$ cat src/rtl/qcdp_pkg.sv
// shared constants, register map and sample carrier for the quad class d pwm output block
package qcdp_pkg;

  // clock and carrier timing
  localparam int unsigned CLK_HZ = 200_000_000;
  localparam int unsigned CARRIER_HZ = 384_000;
  localparam int unsigned PWM_PERIOD_CYC = CLK_HZ / CARRIER_HZ;
  localparam int unsigned PWM_HALF_CYC = PWM_PERIOD_CYC / 2;
  localparam int unsigned PWM_CNT_W = 10;
  localparam logic [9:0] PWM_LAST = 10'(PWM_PERIOD_CYC - 1);
  localparam logic [9:0] PWM_HALF = 10'(PWM_HALF_CYC);
  localparam logic signed [9:0] DUTY_MAX = 10'(PWM_HALF_CYC - 1);

  // sample path shape
  localparam int unsigned N_CH = 4;
  localparam int unsigned SMP_W = 10;
  localparam int unsigned FIFO_DEPTH = 4;

  // register indices; byte address is four times the index
  localparam logic [15:0] MIX_IDX = 16'h0522;
  localparam logic [15:0] ANA_IDX = 16'h0523;
  localparam logic [15:0] OUTCTL_IDX = 16'h052A;
  localparam logic [15:0] STAT_IDX = 16'h052B;
  localparam logic [15:0] MIX_ADDR = 16'(MIX_IDX * 4);
  localparam logic [15:0] ANA_ADDR = 16'(ANA_IDX * 4);
  localparam logic [15:0] OUTCTL_ADDR = 16'(OUTCTL_IDX * 4);
  localparam logic [15:0] STAT_ADDR = 16'(STAT_IDX * 4);

  // field positions
  localparam int unsigned ADC_VOL_LSB = 0;
  localparam int unsigned SER_VOL_LSB = 8;
  localparam int unsigned PRE_GAIN_LSB = 0;
  localparam int unsigned PAIRED_BIT = 2;
  localparam int unsigned OUT_EN_BIT = 0;
  localparam int unsigned IDLE_FORCE_BIT = 8;

  // values after reset
  localparam logic [5:0] ADC_VOL_RST = 6'h33;
  localparam logic [5:0] SER_VOL_RST = 6'h33;
  localparam logic [1:0] PRE_GAIN_RST = 2'h0;
  localparam logic PAIRED_RST = 1'b0;
  localparam logic OUT_EN_RST = 1'b0;
  localparam logic IDLE_FORCE_RST = 1'b0;

  // volume law: code 55 is 0 dB, each code 1.5 dB, four codes per octave
  localparam logic [6:0] VOL_BIAS = 7'h0D;
  localparam int unsigned VOL_SHIFT_BASE = 25;
  localparam logic [8:0] MANT_Q0 = 9'h100;
  localparam logic [8:0] MANT_Q1 = 9'h130;
  localparam logic [8:0] MANT_Q2 = 9'h16A;
  localparam logic [8:0] MANT_Q3 = 9'h1AF;

  // preamp gains 0, 2.4, 3.5, 6 dB in q8
  localparam logic [8:0] PRE_G0 = 9'h100;
  localparam logic [8:0] PRE_G1 = 9'h151;
  localparam logic [8:0] PRE_G2 = 9'h17F;
  localparam logic [8:0] PRE_G3 = 9'h1FF;
  localparam int unsigned PRE_SHIFT = 8;

  // one frame: every channel from both paths
  typedef struct packed {
    logic [3:0][9:0] adc;
    logic [3:0][9:0] ser;
  } qcdp_frame_t;

  localparam int unsigned FRAME_W = $bits(qcdp_frame_t);

endpackage : qcdp_pkg

$ cat src/rtl/qcdp_top.sv
// quad class d pwm output stage: apb registers, frame fifo, mixer volume and modulators
//
// Function
// - each output pair toggles at a fixed 384 kHz carrier
// - no audio gives both outputs 50% duty and in phase
// - level widens positive pulse and narrows negative, differential is the difference
// - paired bit 2 drives channels two and three from channel two source
// - paired mode leaves channels one and four untouched
// - two-bit preamp field selects 0, 2.4, 3.5 or 6 dB
// - analog path volume from mixer register bits 5:0
// - serial path volume from mixer register bits 13:8
// - each volume has 64 steps, -82.5 to 12 dB, 1.5 dB apart
// - idle force bit 8 puts every output at 50% duty
`timescale 1ns/10ps

module qcdp_fifo #(
  parameter int unsigned WIDTH = 80,
  parameter int unsigned DEPTH = 4
) (
  input wire logic clk_in, // system clock
  input wire logic rst_n_in, // synced reset, active low
  input wire logic in_valid_in, // writer offers a word
  output logic in_ready_out, // room for a word
  input wire logic [WIDTH-1:0] in_data_in, // word written
  output logic out_valid_out, // word available
  input wire logic out_ready_in, // reader takes the word
  output logic [WIDTH-1:0] out_data_out, // head word
  output logic [$clog2(DEPTH):0] level_out // words held
);
  localparam int unsigned AW = $clog2(DEPTH);

  logic [WIDTH-1:0] mem_r [DEPTH];
  logic [AW-1:0] wr_ptr_r;
  logic [AW-1:0] rd_ptr_r;
  logic [AW:0] count_r;
  wire push;
  wire pop;

  // handshakes on both sides
  assign in_ready_out = (count_r != (AW+1)'(DEPTH));
  assign out_valid_out = (count_r != '0);
  assign push = in_valid_in & in_ready_out;
  assign pop = out_valid_out & out_ready_in;
  assign out_data_out = mem_r[rd_ptr_r];
  assign level_out = count_r;

  // storage is plain flops, written by index
  always_ff @(posedge clk_in) begin
    if (push) begin
      mem_r[wr_ptr_r] <= in_data_in;
    end
  end

  // pointers wrap at depth, which need not be a power of two
  always_ff @(posedge clk_in or negedge rst_n_in) begin
    if (!rst_n_in) begin
      wr_ptr_r <= '0;
      rd_ptr_r <= '0;
      count_r <= '0;
    end else begin
      if (push) begin
        wr_ptr_r <= (wr_ptr_r == AW'(DEPTH - 1)) ? '0 : wr_ptr_r + 1'b1;
      end
      if (pop) begin
        rd_ptr_r <= (rd_ptr_r == AW'(DEPTH - 1)) ? '0 : rd_ptr_r + 1'b1;
      end
      count_r <= count_r + (AW+1)'(push) - (AW+1)'(pop);
    end
  end

endmodule : qcdp_fifo

module qcdp_top (
  input wire logic SYS_CLK_IN, // 200 MHz system clock
  input wire logic RST_B_IN, // async reset, active low
  input wire logic PSEL_IN, // apb select
  input wire logic PENABLE_IN, // apb access phase
  input wire logic PWRITE_IN, // apb direction, high is write
  input wire logic [15:0] PADDR_IN, // apb byte address
  input wire logic [31:0] PWDATA_IN, // apb write data
  output logic [31:0] PRDATA_OUT, // apb read data
  output logic PREADY_OUT, // apb ready
  output logic PSLVERR_OUT, // apb error on unmapped address
  input wire logic FRAME_VALID_IN, // audio frame offered
  output logic FRAME_READY_OUT, // fifo can take a frame
  input wire logic [79:0] FRAME_DATA_IN, // packed qcdp_frame_t
  output logic [3:0] SPK_P_OUT, // positive outputs, channel 1 in bit 0
  output logic [3:0] SPK_N_OUT // negative outputs, channel 1 in bit 0
);

  // reset release through two flops
  logic rst_meta_r;
  logic rst_sync_r;
  always_ff @(posedge SYS_CLK_IN or negedge RST_B_IN) begin
    if (!RST_B_IN) begin
      rst_meta_r <= 1'b0;
      rst_sync_r <= 1'b0;
    end else begin
      rst_meta_r <= 1'b1;
      rst_sync_r <= rst_meta_r;
    end
  end
  wire rst_n = rst_sync_r;

  // control fields
  logic [5:0] analog_path_volume_r;
  logic [5:0] serial_path_volume_r;
  logic [1:0] preamp_gain_select_r;
  logic paired_r;
  logic out_en_r;
  logic idle_duty_force_r;

  // apb decode, all registers one word each
  wire setup_ph = PSEL_IN & ~PENABLE_IN;
  wire access_ph = PSEL_IN & PENABLE_IN;
  wire hit_mix = (PADDR_IN == qcdp_pkg::MIX_ADDR);
  wire hit_ana = (PADDR_IN == qcdp_pkg::ANA_ADDR);
  wire hit_outctl = (PADDR_IN == qcdp_pkg::OUTCTL_ADDR);
  wire hit_stat = (PADDR_IN == qcdp_pkg::STAT_ADDR);
  wire hit_any = hit_mix | hit_ana | hit_outctl | hit_stat;
  // status is read only, so a write to it is refused like an unmapped one
  wire wr_ok = access_ph & PWRITE_IN & hit_any & ~hit_stat;
  wire bad_acc = ~hit_any | (PWRITE_IN & hit_stat);

  logic [2:0] fifo_level;
  logic fifo_out_valid;

  // read words assembled from live state
  wire [31:0] rd_mix = {18'h0, serial_path_volume_r, 2'h0, analog_path_volume_r};
  wire [31:0] rd_ana = {29'h0, paired_r, preamp_gain_select_r};
  wire [31:0] rd_outctl = {23'h0, idle_duty_force_r, 7'h0, out_en_r};
  wire [31:0] rd_stat = {27'h0, fifo_level, ~fifo_out_valid, ~FRAME_READY_OUT};
  wire [31:0] rd_sel = hit_mix ? rd_mix :
                       hit_ana ? rd_ana :
                       hit_outctl ? rd_outctl :
                       hit_stat ? rd_stat : 32'h0;

  // answer needs no wait: data and error are captured in the setup cycle
  logic [31:0] prdata_r;
  logic pslverr_r;
  always_ff @(posedge SYS_CLK_IN or negedge rst_n) begin
    if (!rst_n) begin
      prdata_r <= 32'h0;
      pslverr_r <= 1'b0;
    end else if (setup_ph) begin
      prdata_r <= PWRITE_IN ? 32'h0 : rd_sel;
      pslverr_r <= bad_acc;
    end
  end
  assign PRDATA_OUT = prdata_r;
  assign PSLVERR_OUT = pslverr_r & access_ph;
  assign PREADY_OUT = 1'b1;

  // register writes take effect at the access edge
  always_ff @(posedge SYS_CLK_IN or negedge rst_n) begin
    if (!rst_n) begin
      analog_path_volume_r <= qcdp_pkg::ADC_VOL_RST;
      serial_path_volume_r <= qcdp_pkg::SER_VOL_RST;
      preamp_gain_select_r <= qcdp_pkg::PRE_GAIN_RST;
      paired_r <= qcdp_pkg::PAIRED_RST;
      out_en_r <= qcdp_pkg::OUT_EN_RST;
      idle_duty_force_r <= qcdp_pkg::IDLE_FORCE_RST;
    end else if (wr_ok) begin
      if (hit_mix) begin
        analog_path_volume_r <= PWDATA_IN[qcdp_pkg::ADC_VOL_LSB +: 6];
        serial_path_volume_r <= PWDATA_IN[qcdp_pkg::SER_VOL_LSB +: 6];
      end
      if (hit_ana) begin
        preamp_gain_select_r <= PWDATA_IN[qcdp_pkg::PRE_GAIN_LSB +: 2];
        paired_r <= PWDATA_IN[qcdp_pkg::PAIRED_BIT];
      end
      if (hit_outctl) begin
        out_en_r <= PWDATA_IN[qcdp_pkg::OUT_EN_BIT];
        idle_duty_force_r <= PWDATA_IN[qcdp_pkg::IDLE_FORCE_BIT];
      end
    end
  end

  // carrier counter, one period is one 384 kHz cycle
  logic [9:0] pwm_cnt_r;
  wire period_end = (pwm_cnt_r == qcdp_pkg::PWM_LAST);
  always_ff @(posedge SYS_CLK_IN or negedge rst_n) begin
    if (!rst_n) begin
      pwm_cnt_r <= 10'h000;
    end else begin
      pwm_cnt_r <= period_end ? 10'h000 : pwm_cnt_r + 10'h001;
    end
  end

  // frame fifo, drained once per carrier period so the source feels back-pressure
  logic [79:0] fifo_head;
  qcdp_fifo #(
    .WIDTH(qcdp_pkg::FRAME_W),
    .DEPTH(qcdp_pkg::FIFO_DEPTH)
  ) u_fifo (
    .clk_in(SYS_CLK_IN),
    .rst_n_in(rst_n),
    .in_valid_in(FRAME_VALID_IN),
    .in_ready_out(FRAME_READY_OUT),
    .in_data_in(FRAME_DATA_IN),
    .out_valid_out(fifo_out_valid),
    .out_ready_in(period_end),
    .out_data_out(fifo_head),
    .level_out(fifo_level)
  );

  // held frame; an empty fifo means silence for that period
  qcdp_pkg::qcdp_frame_t frame_r;
  always_ff @(posedge SYS_CLK_IN or negedge rst_n) begin
    if (!rst_n) begin
      frame_r <= '0;
    end else if (period_end) begin
      frame_r <= fifo_out_valid ? qcdp_pkg::qcdp_frame_t'(fifo_head) : '0;
    end
  end

  // preamp gain in q8 on the analog path
  function automatic logic signed [11:0] preamp(input logic signed [9:0] x,
                                                input logic [1:0] sel);
    logic [8:0] g;
    logic signed [31:0] p;
    unique case (sel)
      2'h0: g = qcdp_pkg::PRE_G0;
      2'h1: g = qcdp_pkg::PRE_G1;
      2'h2: g = qcdp_pkg::PRE_G2;
      2'h3: g = qcdp_pkg::PRE_G3;
    endcase
    p = 32'(x) * $signed({23'h0, g});
    preamp = 12'(p >>> qcdp_pkg::PRE_SHIFT);
  endfunction : preamp

  // 1.5 dB per code: quarter-octave mantissa and a shift, code 0 is -82.5 dB
  function automatic logic signed [31:0] vol_scale(input logic signed [11:0] x,
                                                   input logic [5:0] code);
    logic [6:0] k;
    logic [8:0] mant;
    logic [4:0] sh;
    logic signed [31:0] p;
    k = {1'b0, code} + qcdp_pkg::VOL_BIAS;
    unique case (k[1:0])
      2'h0: mant = qcdp_pkg::MANT_Q0;
      2'h1: mant = qcdp_pkg::MANT_Q1;
      2'h2: mant = qcdp_pkg::MANT_Q2;
      2'h3: mant = qcdp_pkg::MANT_Q3;
    endcase
    sh = 5'(qcdp_pkg::VOL_SHIFT_BASE - 32'(k[6:2]));
    p = 32'(x) * $signed({23'h0, mant});
    vol_scale = p >>> sh;
  endfunction : vol_scale

  // mix both paths and clip to the usable duty swing
  function automatic logic signed [9:0] mix_level(input logic signed [9:0] a,
                                                  input logic signed [9:0] s,
                                                  input logic [1:0] pre,
                                                  input logic [5:0] av,
                                                  input logic [5:0] sv);
    logic signed [31:0] sum;
    sum = vol_scale(preamp(a, pre), av) + vol_scale(12'(s), sv);
    if (sum > 32'(qcdp_pkg::DUTY_MAX)) begin
      mix_level = qcdp_pkg::DUTY_MAX;
    end else if (sum < -32'(qcdp_pkg::DUTY_MAX)) begin
      mix_level = -qcdp_pkg::DUTY_MAX;
    end else begin
      mix_level = 10'(sum);
    end
  endfunction : mix_level

  // channel routing; only channel three follows the paired bit
  logic [3:0][9:0] src_adc;
  logic [3:0][9:0] src_ser;
  always_comb begin
    src_adc = frame_r.adc;
    src_ser = frame_r.ser;
    if (paired_r) begin
      src_adc[2] = frame_r.adc[1];
      src_ser[2] = frame_r.ser[1];
    end
    // channels 1 and 4 take their own slots whatever the paired bit says
  end

  // per-channel level and pulse widths for the coming period
  logic signed [3:0][9:0] level;
  logic [3:0][9:0] wpos_nxt;
  logic [3:0][9:0] wneg_nxt;
  always_comb begin
    for (int c = 0; c < qcdp_pkg::N_CH; c++) begin
      level[c] = mix_level(src_adc[c], src_ser[c], preamp_gain_select_r,
                           analog_path_volume_r, serial_path_volume_r);
      if (idle_duty_force_r) begin
        level[c] = 10'sh000;
      end
      wpos_nxt[c] = qcdp_pkg::PWM_HALF + 10'(level[c]);
      wneg_nxt[c] = qcdp_pkg::PWM_HALF - 10'(level[c]);
    end
  end

  // widths change only at a period boundary so no pulse is cut short
  logic [3:0][9:0] wpos_r;
  logic [3:0][9:0] wneg_r;
  always_ff @(posedge SYS_CLK_IN or negedge rst_n) begin
    if (!rst_n) begin
      wpos_r <= {4{qcdp_pkg::PWM_HALF}};
      wneg_r <= {4{qcdp_pkg::PWM_HALF}};
    end else if (period_end) begin
      wpos_r <= wpos_nxt;
      wneg_r <= wneg_nxt;
    end
  end

  // both outputs rise together at period start, so equal widths are in phase
  logic [3:0] p_nxt;
  logic [3:0] n_nxt;
  always_comb begin
    for (int c = 0; c < qcdp_pkg::N_CH; c++) begin
      p_nxt[c] = out_en_r & (pwm_cnt_r < wpos_r[c]);
      n_nxt[c] = out_en_r & (pwm_cnt_r < wneg_r[c]);
    end
  end

  // outputs from flops; disabled outputs sit low on both sides
  logic [3:0] spk_p_r;
  logic [3:0] spk_n_r;
  always_ff @(posedge SYS_CLK_IN or negedge rst_n) begin
    if (!rst_n) begin
      spk_p_r <= 4'h0;
      spk_n_r <= 4'h0;
    end else begin
      spk_p_r <= p_nxt;
      spk_n_r <= n_nxt;
    end
  end
  assign SPK_P_OUT = spk_p_r;
  assign SPK_N_OUT = spk_n_r;

  // host orders paired mode before enabling the joined pair; nothing here enforces it

endmodule : qcdp_top
$ cat config.mk
export PLATFORM = sky130hd
export DESIGN_NAME = qcdp_top
export DESIGN_NICKNAME = d
export VERILOG_FILES = /design/src/rtl/qcdp_pkg.sv /design/src/rtl/qcdp_top.sv
export SDC_FILE = /design/constraint.sdc
export NUM_CORES = 2
export LEC_CHECK = 0
export ABC_AREA = 1
export BUFFER_PORTS_ARGS = -buffer_cell sky130_fd_sc_hd__clkbuf_2
export CAP_MARGIN = 20
export CORE_MARGIN = 2
export CORE_UTILIZATION = 65
export DETAILED_ROUTE_END_ITERATION = 7
export HOLD_SLACK_MARGIN = 0.03
export PLACE_DENSITY = 0.82
export RECOVER_POWER = 25
export SLEW_MARGIN = 10
export SYNTH_ARGS = -nofsm -noshare
export SYNTH_HDL_FRONTEND = slang
export SYNTH_SLANG_ARGS = --single-unit
$ cat constraint.sdc
create_clock -name SYS_CLK_IN -period 7.6 [get_ports SYS_CLK_IN]
set_input_delay 1.52 -clock SYS_CLK_IN [delete_from_list [all_inputs] [get_ports SYS_CLK_IN]]
set_output_delay 1.52 -clock SYS_CLK_IN [all_outputs]
set_load 0.005 [all_outputs]
==> results, run 1 <==
- The run stopped with a tool error.
- The stage where the run ended is 5_1_grt.
- The tool reported: "[ERROR GRT-0116] Global routing finished with congestion. Check the congestion regions in the DRC Viewer".
- The post-DP HPWL is 227 mm.
- The number of global-route vias before repair is 99499.
- In this run, synthesis produced a sequential element count of 533.
- The count of buffers added on input and output ports is 135.
- The number of synthesized flops with an enable pin is 320.
- The sequential-to-total area share from yosys stat is 18.6%.
- The clock passes through at most 3 buffers.
- For this run, the number of Yosys warnings is 0.
- From bottom edge to top edge, the die measures 355 um.
- The most used flip-flop cell after synthesis is edfxtp_1.
- The clock drives 533 sinks.
- The root buffer cell chosen for the clock tree is clkbuf_16.
- The die width is 355 um.
- The first global-routing pass estimated 589 mm of wire.
- After synthesis, the share of flip-flops with an asynchronous set or reset is 40.0%.
- Routability-driven placement finished with a final weighted congestion of 1.03.
- The initial core utilization is 65.7%.
- CTS built an H-tree with a depth of 2.
- Hold repair after CTS inserted 0 buffers.
- The count of unique library cells instantiated by Yosys is 62.
- The total grt overflow is 102.
- The number of standard cells after synthesis is 10571.
- The number of rows created at floorplan is 128.
- The total CTS buffers is 55.
- The mean area per synthesized cell is 7.59 um^2.
- Entering global routing, the biggest net connects 117 pins.
- In this run the count of I/O pins placed on the die edge is 177.
- Global routing used 62.4% of the available tracks.
- The synthesized netlist occupies a cell area of 80300 um^2.
[synth_stat cells, types with 54 or more instances]
cell type | instances | share of area, %
nand2_1 | 2257 | 11
inv_1 | 2256 | 11
fa_1 | 952 | 24
nor2_1 | 812 | 3.8
nand3_1 | 754 | 4.7
ha_1 | 737 | 11
o21ai_0 | 611 | 3.8
a21oi_1 | 420 | 2.6
edfxtp_1 | 320 | 12
clkbuf_1 | 245 | 1.1
dfrtp_1 | 189 | 5.9
xor2_1 | 145 | 1.6
o22ai_1 | 91 | 0.71
xnor2_1 | 84 | 0.92
nand4_1 | 64 | 0.50
o211ai_1 | 55 | 0.51
nor3_1 | 54 | 0.34
[logic make-up after synthesis]
| kind of cell | count (synthesis) | synth area share [%] |
|---|---|---|
| AND/OR/NAND/NOR | 4124 | 21.5 |
| adder cells (fa/ha/maj) | 1689 | 35.2 |
| other | 2 | 0.00935 |
| multiplexers | 17 | 0.224 |
| AO/OA/AOI/OAI | 1383 | 9.61 |
| flip-flops | 533 | 18.6 |
| buffers and inverters | 2594 | 12.3 |
| XOR/XNOR | 229 | 2.50 |
[through the flow]
step / hold slack, ps / instances / setup TNS, ps / instance area (um^2) / setup WS, ps
floorplan: 331 / 10591 / -326230 / 81300 / -4660
global placement: 316 / 13883 / -400120 / 96900 / -5580
detailed placement: 322 / 13883 / -446130 / 96900 / -6200
CTS: 309 / 14033 / -428690 / 101000 / -5900
[metal layers]
metal / GRT usage (%) / GRT overflow
met1: 64.4 / 5
met2: 84.2 / 47
met3: 41.1 / 5
met4: 54.0 / 45
met5: 23.0 / 0
[timing repair]
action,CTS
setup endpoints to repair,76
pin swaps,100
setup buffers,44
gates cloned,3
gates resized for setup,383
==> inputs of run 2 (changes only) <==
- CORE_UTILIZATION: 65 -> 40
- HOLD_SLACK_MARGIN: 0.03 -> unset
- PLACE_DENSITY: 0.82 -> unset
- PLACE_DENSITY_LB_ADDON: unset -> 0.15
==> run 2 against run 1 <==
Against the previous run:
- the flow now finishes, with violations (capacitance limit, slew limit, setup timing)
- synthesized cell count is the same
- synthesized area unchanged
==> results, run 2 <==
- At the later pin of the worst-skew pair, clock insertion delay measures 710 ps.
- The number of synthesized register bits was 533 (unchanged).
- The worst-case setup margin in the final layout is -5570 ps.
- The count of boundary I/O pins is 177 (unchanged).
- The critical path start-end classification is reg2reg.
- The timing startpoint of the critical path is preamp_gain_select_r[0].
- At the worst endpoint, the required time is 8150 ps.
- Ranked by instance count, the synthesized netlist is headed by 2257 x nand2_1, 2256 x inv_1, 952 x fa_1.
- In the global route stage, met3 resource usage came out at 2.37%.
- Cell internal power was estimated by the tool at 9080 uW.
- The post-synthesis instance area is 80300 um^2 (unchanged).
- In the final layout, the multi-input gates occupy 60800 um^2.
- The final max-slew violation count is 53.
- Excluding fillers, the count of instances in the completed layout stands at 15273.
- The share of cells above drive strength 1 is 27.6%.
- The height of the die is 452 um (+27%).
- The die width is 452 um (+27%).
- After filler insertion, the fill cell instance count of the layout stands at 18976.
- Global routing consumed, over all layers together, 25.7% of the routing resources.
- met2 is the most crowded layer.
- The maximum operating frequency is 0.0759 GHz.
- The maximum level of the CTS H-tree came to 3 (+1).
- The maximum clock insertion buffer count is 3 (unchanged).
- Across the routed clock network, the largest skew measured is 42.2 ps.
- The number of buffers inserted by port buffering came to 135 (unchanged).
- Setup repair after global routing could not meet its margin everywhere.
- The switching power share of the total is 42.0%.
- The startpoint of the most critical register-to-register path is preamp_gain_select_r[0].
- The total count of hold-check failures in the final report is 0.
- The TritonCTS sink count is 533 (unchanged).
- The die covers 204000 um^2.
- The largest fanout of any net on the critical path is 7.
- The kind of start point of the critical path is a flop.
- TritonCTS built the clock tree.
- The biggest area contributor in the post-synthesis netlist is fa_1.
- The wire length after detailed routing is 264 mm.
- The mean area per synthesized cell is 7.59 um^2 (unchanged).
- In the final routed layout, each cell accounts on average for 17.3 um.
- The transition time of the tightest slew-check pin is 2570 ps.
- The number of optimization iterations in the first detailed-route pass is 6.
- The final critical delay including setup and external delays is 13170 ps.
- The share of flip-flops with an asynchronous set or reset is 40.0% (unchanged).
- The setup TNS is -401370 ps.
- The via count of the routed design is 74639.
- The top cell type's share of synthesized area is 23.7% (unchanged).
- The cell at the root of the clock tree is clkbuf_16.
- The initial core utilization came to 40.2% (-25 points).
- The most numerous cell type found on the critical path is nand2_2.
- The number of synthesized flops with an enable pin is 320 (unchanged).
- The most common library cell in the layout ignoring fill and taps is inv_1.
- Clock-pin slew was measured on the worst setup and hold paths at 60 ps.
- VDD sags by at most 302 uV.
- The tightest min-delay check is of the reg2reg type.
- The layout-stage area growth over the synthesis result is 33.1%.
- Of the total power, registers draw 19.7%.
- The arrival time reported for the critical path endpoint is 13720 ps.
- Global routing used 35.1% of the available met1 tracks.
- The flow ran to the end, but the final reports show violations.
- The via-per-instance ratio is 4.89.
- In this design, the stage delay of the slowest critical-path cell is 610 ps.
- Combinational logic burns 58.2% of the power.
- The core region is 200000 um^2.
- For this design the static power due to leakage is 0.0563 uW.
- The worst setup slack before clock tree synthesis is -6130 ps (+72.8 ps).
- Setup violations remaining at the end of the flow were counted as 76.
- The final reports fail on capacitance limit, slew limit, setup timing.
- The total CTS buffers was 68 (+24%).
- The instance count after placement with tap cells included is 15024 (+8.2%).
- The share of total power dissipated in the clock network is 22.1%.
- Entering global routing, the biggest net connects 162 pins.
- The initial antenna violation count is 6.
- Max-cap violations in this run came to 1.
- The number of nets in the layout is 14383.
- The largest register by flop count is u_fifo.mem_r.
- The detailed-route DRC error count is 0.
- The share of the cycle needed by the critical path after routing is 173%.
- The first routing iteration left 4314 violations.
- The most used standard cell by instance count after synthesis is nand2_1.
- In the global route stage, met2 resource usage came out at 43.2%.
- The global-route wire length before repair is 416 mm.
- The analysis attributes to net switching a power of 6570 uW.
- Ranked by total cell area, the synthesized netlist is headed by fa_1 24%, edfxtp_1 12%, ha_1 11%.
- In the synthesized netlist the dominant register cell turns out to be edfxtp_1.
- The power per cell area is 146 nW/um^2.
- The number of global-route vias before repair is 76263.
- The worst setup path is captured at a flop.
- The largest individual stage delay along the critical path comes from the cell fa_1.
- The count of unique library cells instantiated by Yosys came to 62 (unchanged).
- The total grt overflow is 0.
- The count of nets left with antenna violations after detail routing is 0.
- The post-DP HPWL is 220 mm (-2.9%).
- The worst hold path begins at rst_meta_r.
- The number of flip-flops under the largest register name is 320.
- The count of warnings emitted by yosys is 0 (unchanged).
- The number of standard cells after synthesis came to 10571 (unchanged).
- Leaving out fill and tap cells, the most frequent cells in the layout are 2157 x inv_1, 2005 x buf_4, 1954 x nand2_1.
- Headroom to the max-slew limit came out at -71.3%.
- The sequential-to-total area share from yosys stat is 18.6% (unchanged).
- The routability congestion estimate is 0.954 (-7.6%).
- The largest registers in the layout are u_fifo.mem_r x320, frame_r x80, wpos_r x40.
- Registers take 15000 um^2.
- The number of rows created at floorplan is 164 (+28%).
- In this run the register-to-register setup slack is -5570 ps.
run 2: cell counts after synthesis:
Identical to the previous run, type by type.
run 2: power groups by stage:
stage          Combinational, uW  Clock, uW  Sequential (uW)
6_report                    9110       3450             3080
5_1_grt                     9960       3650             3080
4_1_cts                     7710       3530             3080
3_5_place_dp                7360          0             3140
3_3_place_gp                7320          0             3140
2_1_floorplan               4160          0             3150
run 2: path summary, 6_finish.rpt:
kind                            cells past startpoint                 endpoint
worst min-delay path                                0                    rst_n
worst min register to register                      0                    rst_n
worst max-delay path                               83               wneg_r[16]
worst max register to register                     83               wneg_r[16]
max in group asynchronous                           1  preamp_gain_select_r[0]
min in group asynchronous                           1                    rst_n
run 2: layout make-up:
type | instances | area share [%]
Multi-Input combinational cell | 7464 | 56.8
Timing Repair Buffer | 2213 | 15.8
Sequential cell | 533 | 14.0
Inverter | 2280 | 8.04
Tap cell | 2656 | 3.11
Clock buffer | 78 | 1.65
Clock inverter | 48 | 0.590
Antenna cell | 1 | 0.00234
run 2: per-layer routing:
layer	share of wire (%)	vias up
met1	46	35816
met5	0	-
met4	3.2	0
met3	4.0	315
li1	-	37072
met2	47	1436
run 2: what timing repair did:
action	CTS	global route
setup buffers	49	72
pin swaps	127	384
gates cloned	2	1
hold buffers	0	0
gates resized for setup	323	827
endpoints found under the setup margin	76	76
run 2: cells by family (layout without fill, tap and decap cells):
| family | Yosys count | in the layout | share of synthesized area (%) |
|---|---|---|---|
| XOR/XNOR | 229 | 229 | 2.50 |
| multiplexers | 17 | 17 | 0.224 |
| AO/OA/AOI/OAI | 1383 | 1383 | 9.61 |
| adder cells (fa/ha/maj) | 1689 | 1689 | 35.2 |
| flip-flops | 533 | 533 | 18.6 |
| AND/OR/NAND/NOR | 4124 | 4124 | 21.5 |
| buffers and inverters | 2594 | 4619 | 12.3 |
| other | 2 | 23 | 0.00935 |
run 2: worst max-delay path, delay by kind of cell (launching register included):
family          cells  cell delay [ps]
buf+inv            12              960
compound gates      9              990
fa+ha+maj          15             6480
simple gates       46             3950
xor+xnor            1              150
flops               1              460
run 2: per-stage QoR:
step,hold WS (ps),cell area (um^2),power (uW),utilization [%]
after floorplan,331,81300,7310,-
after global placement,338,99100,10500,49.6
after detailed placement,342,99100,10500,49.6
after CTS,355,103000,14300,51.7
after global routing,357,107000,16700,53.5
final,352,107000,15600,53.5
No activity file was read; power rests on OpenSTA's default activity.
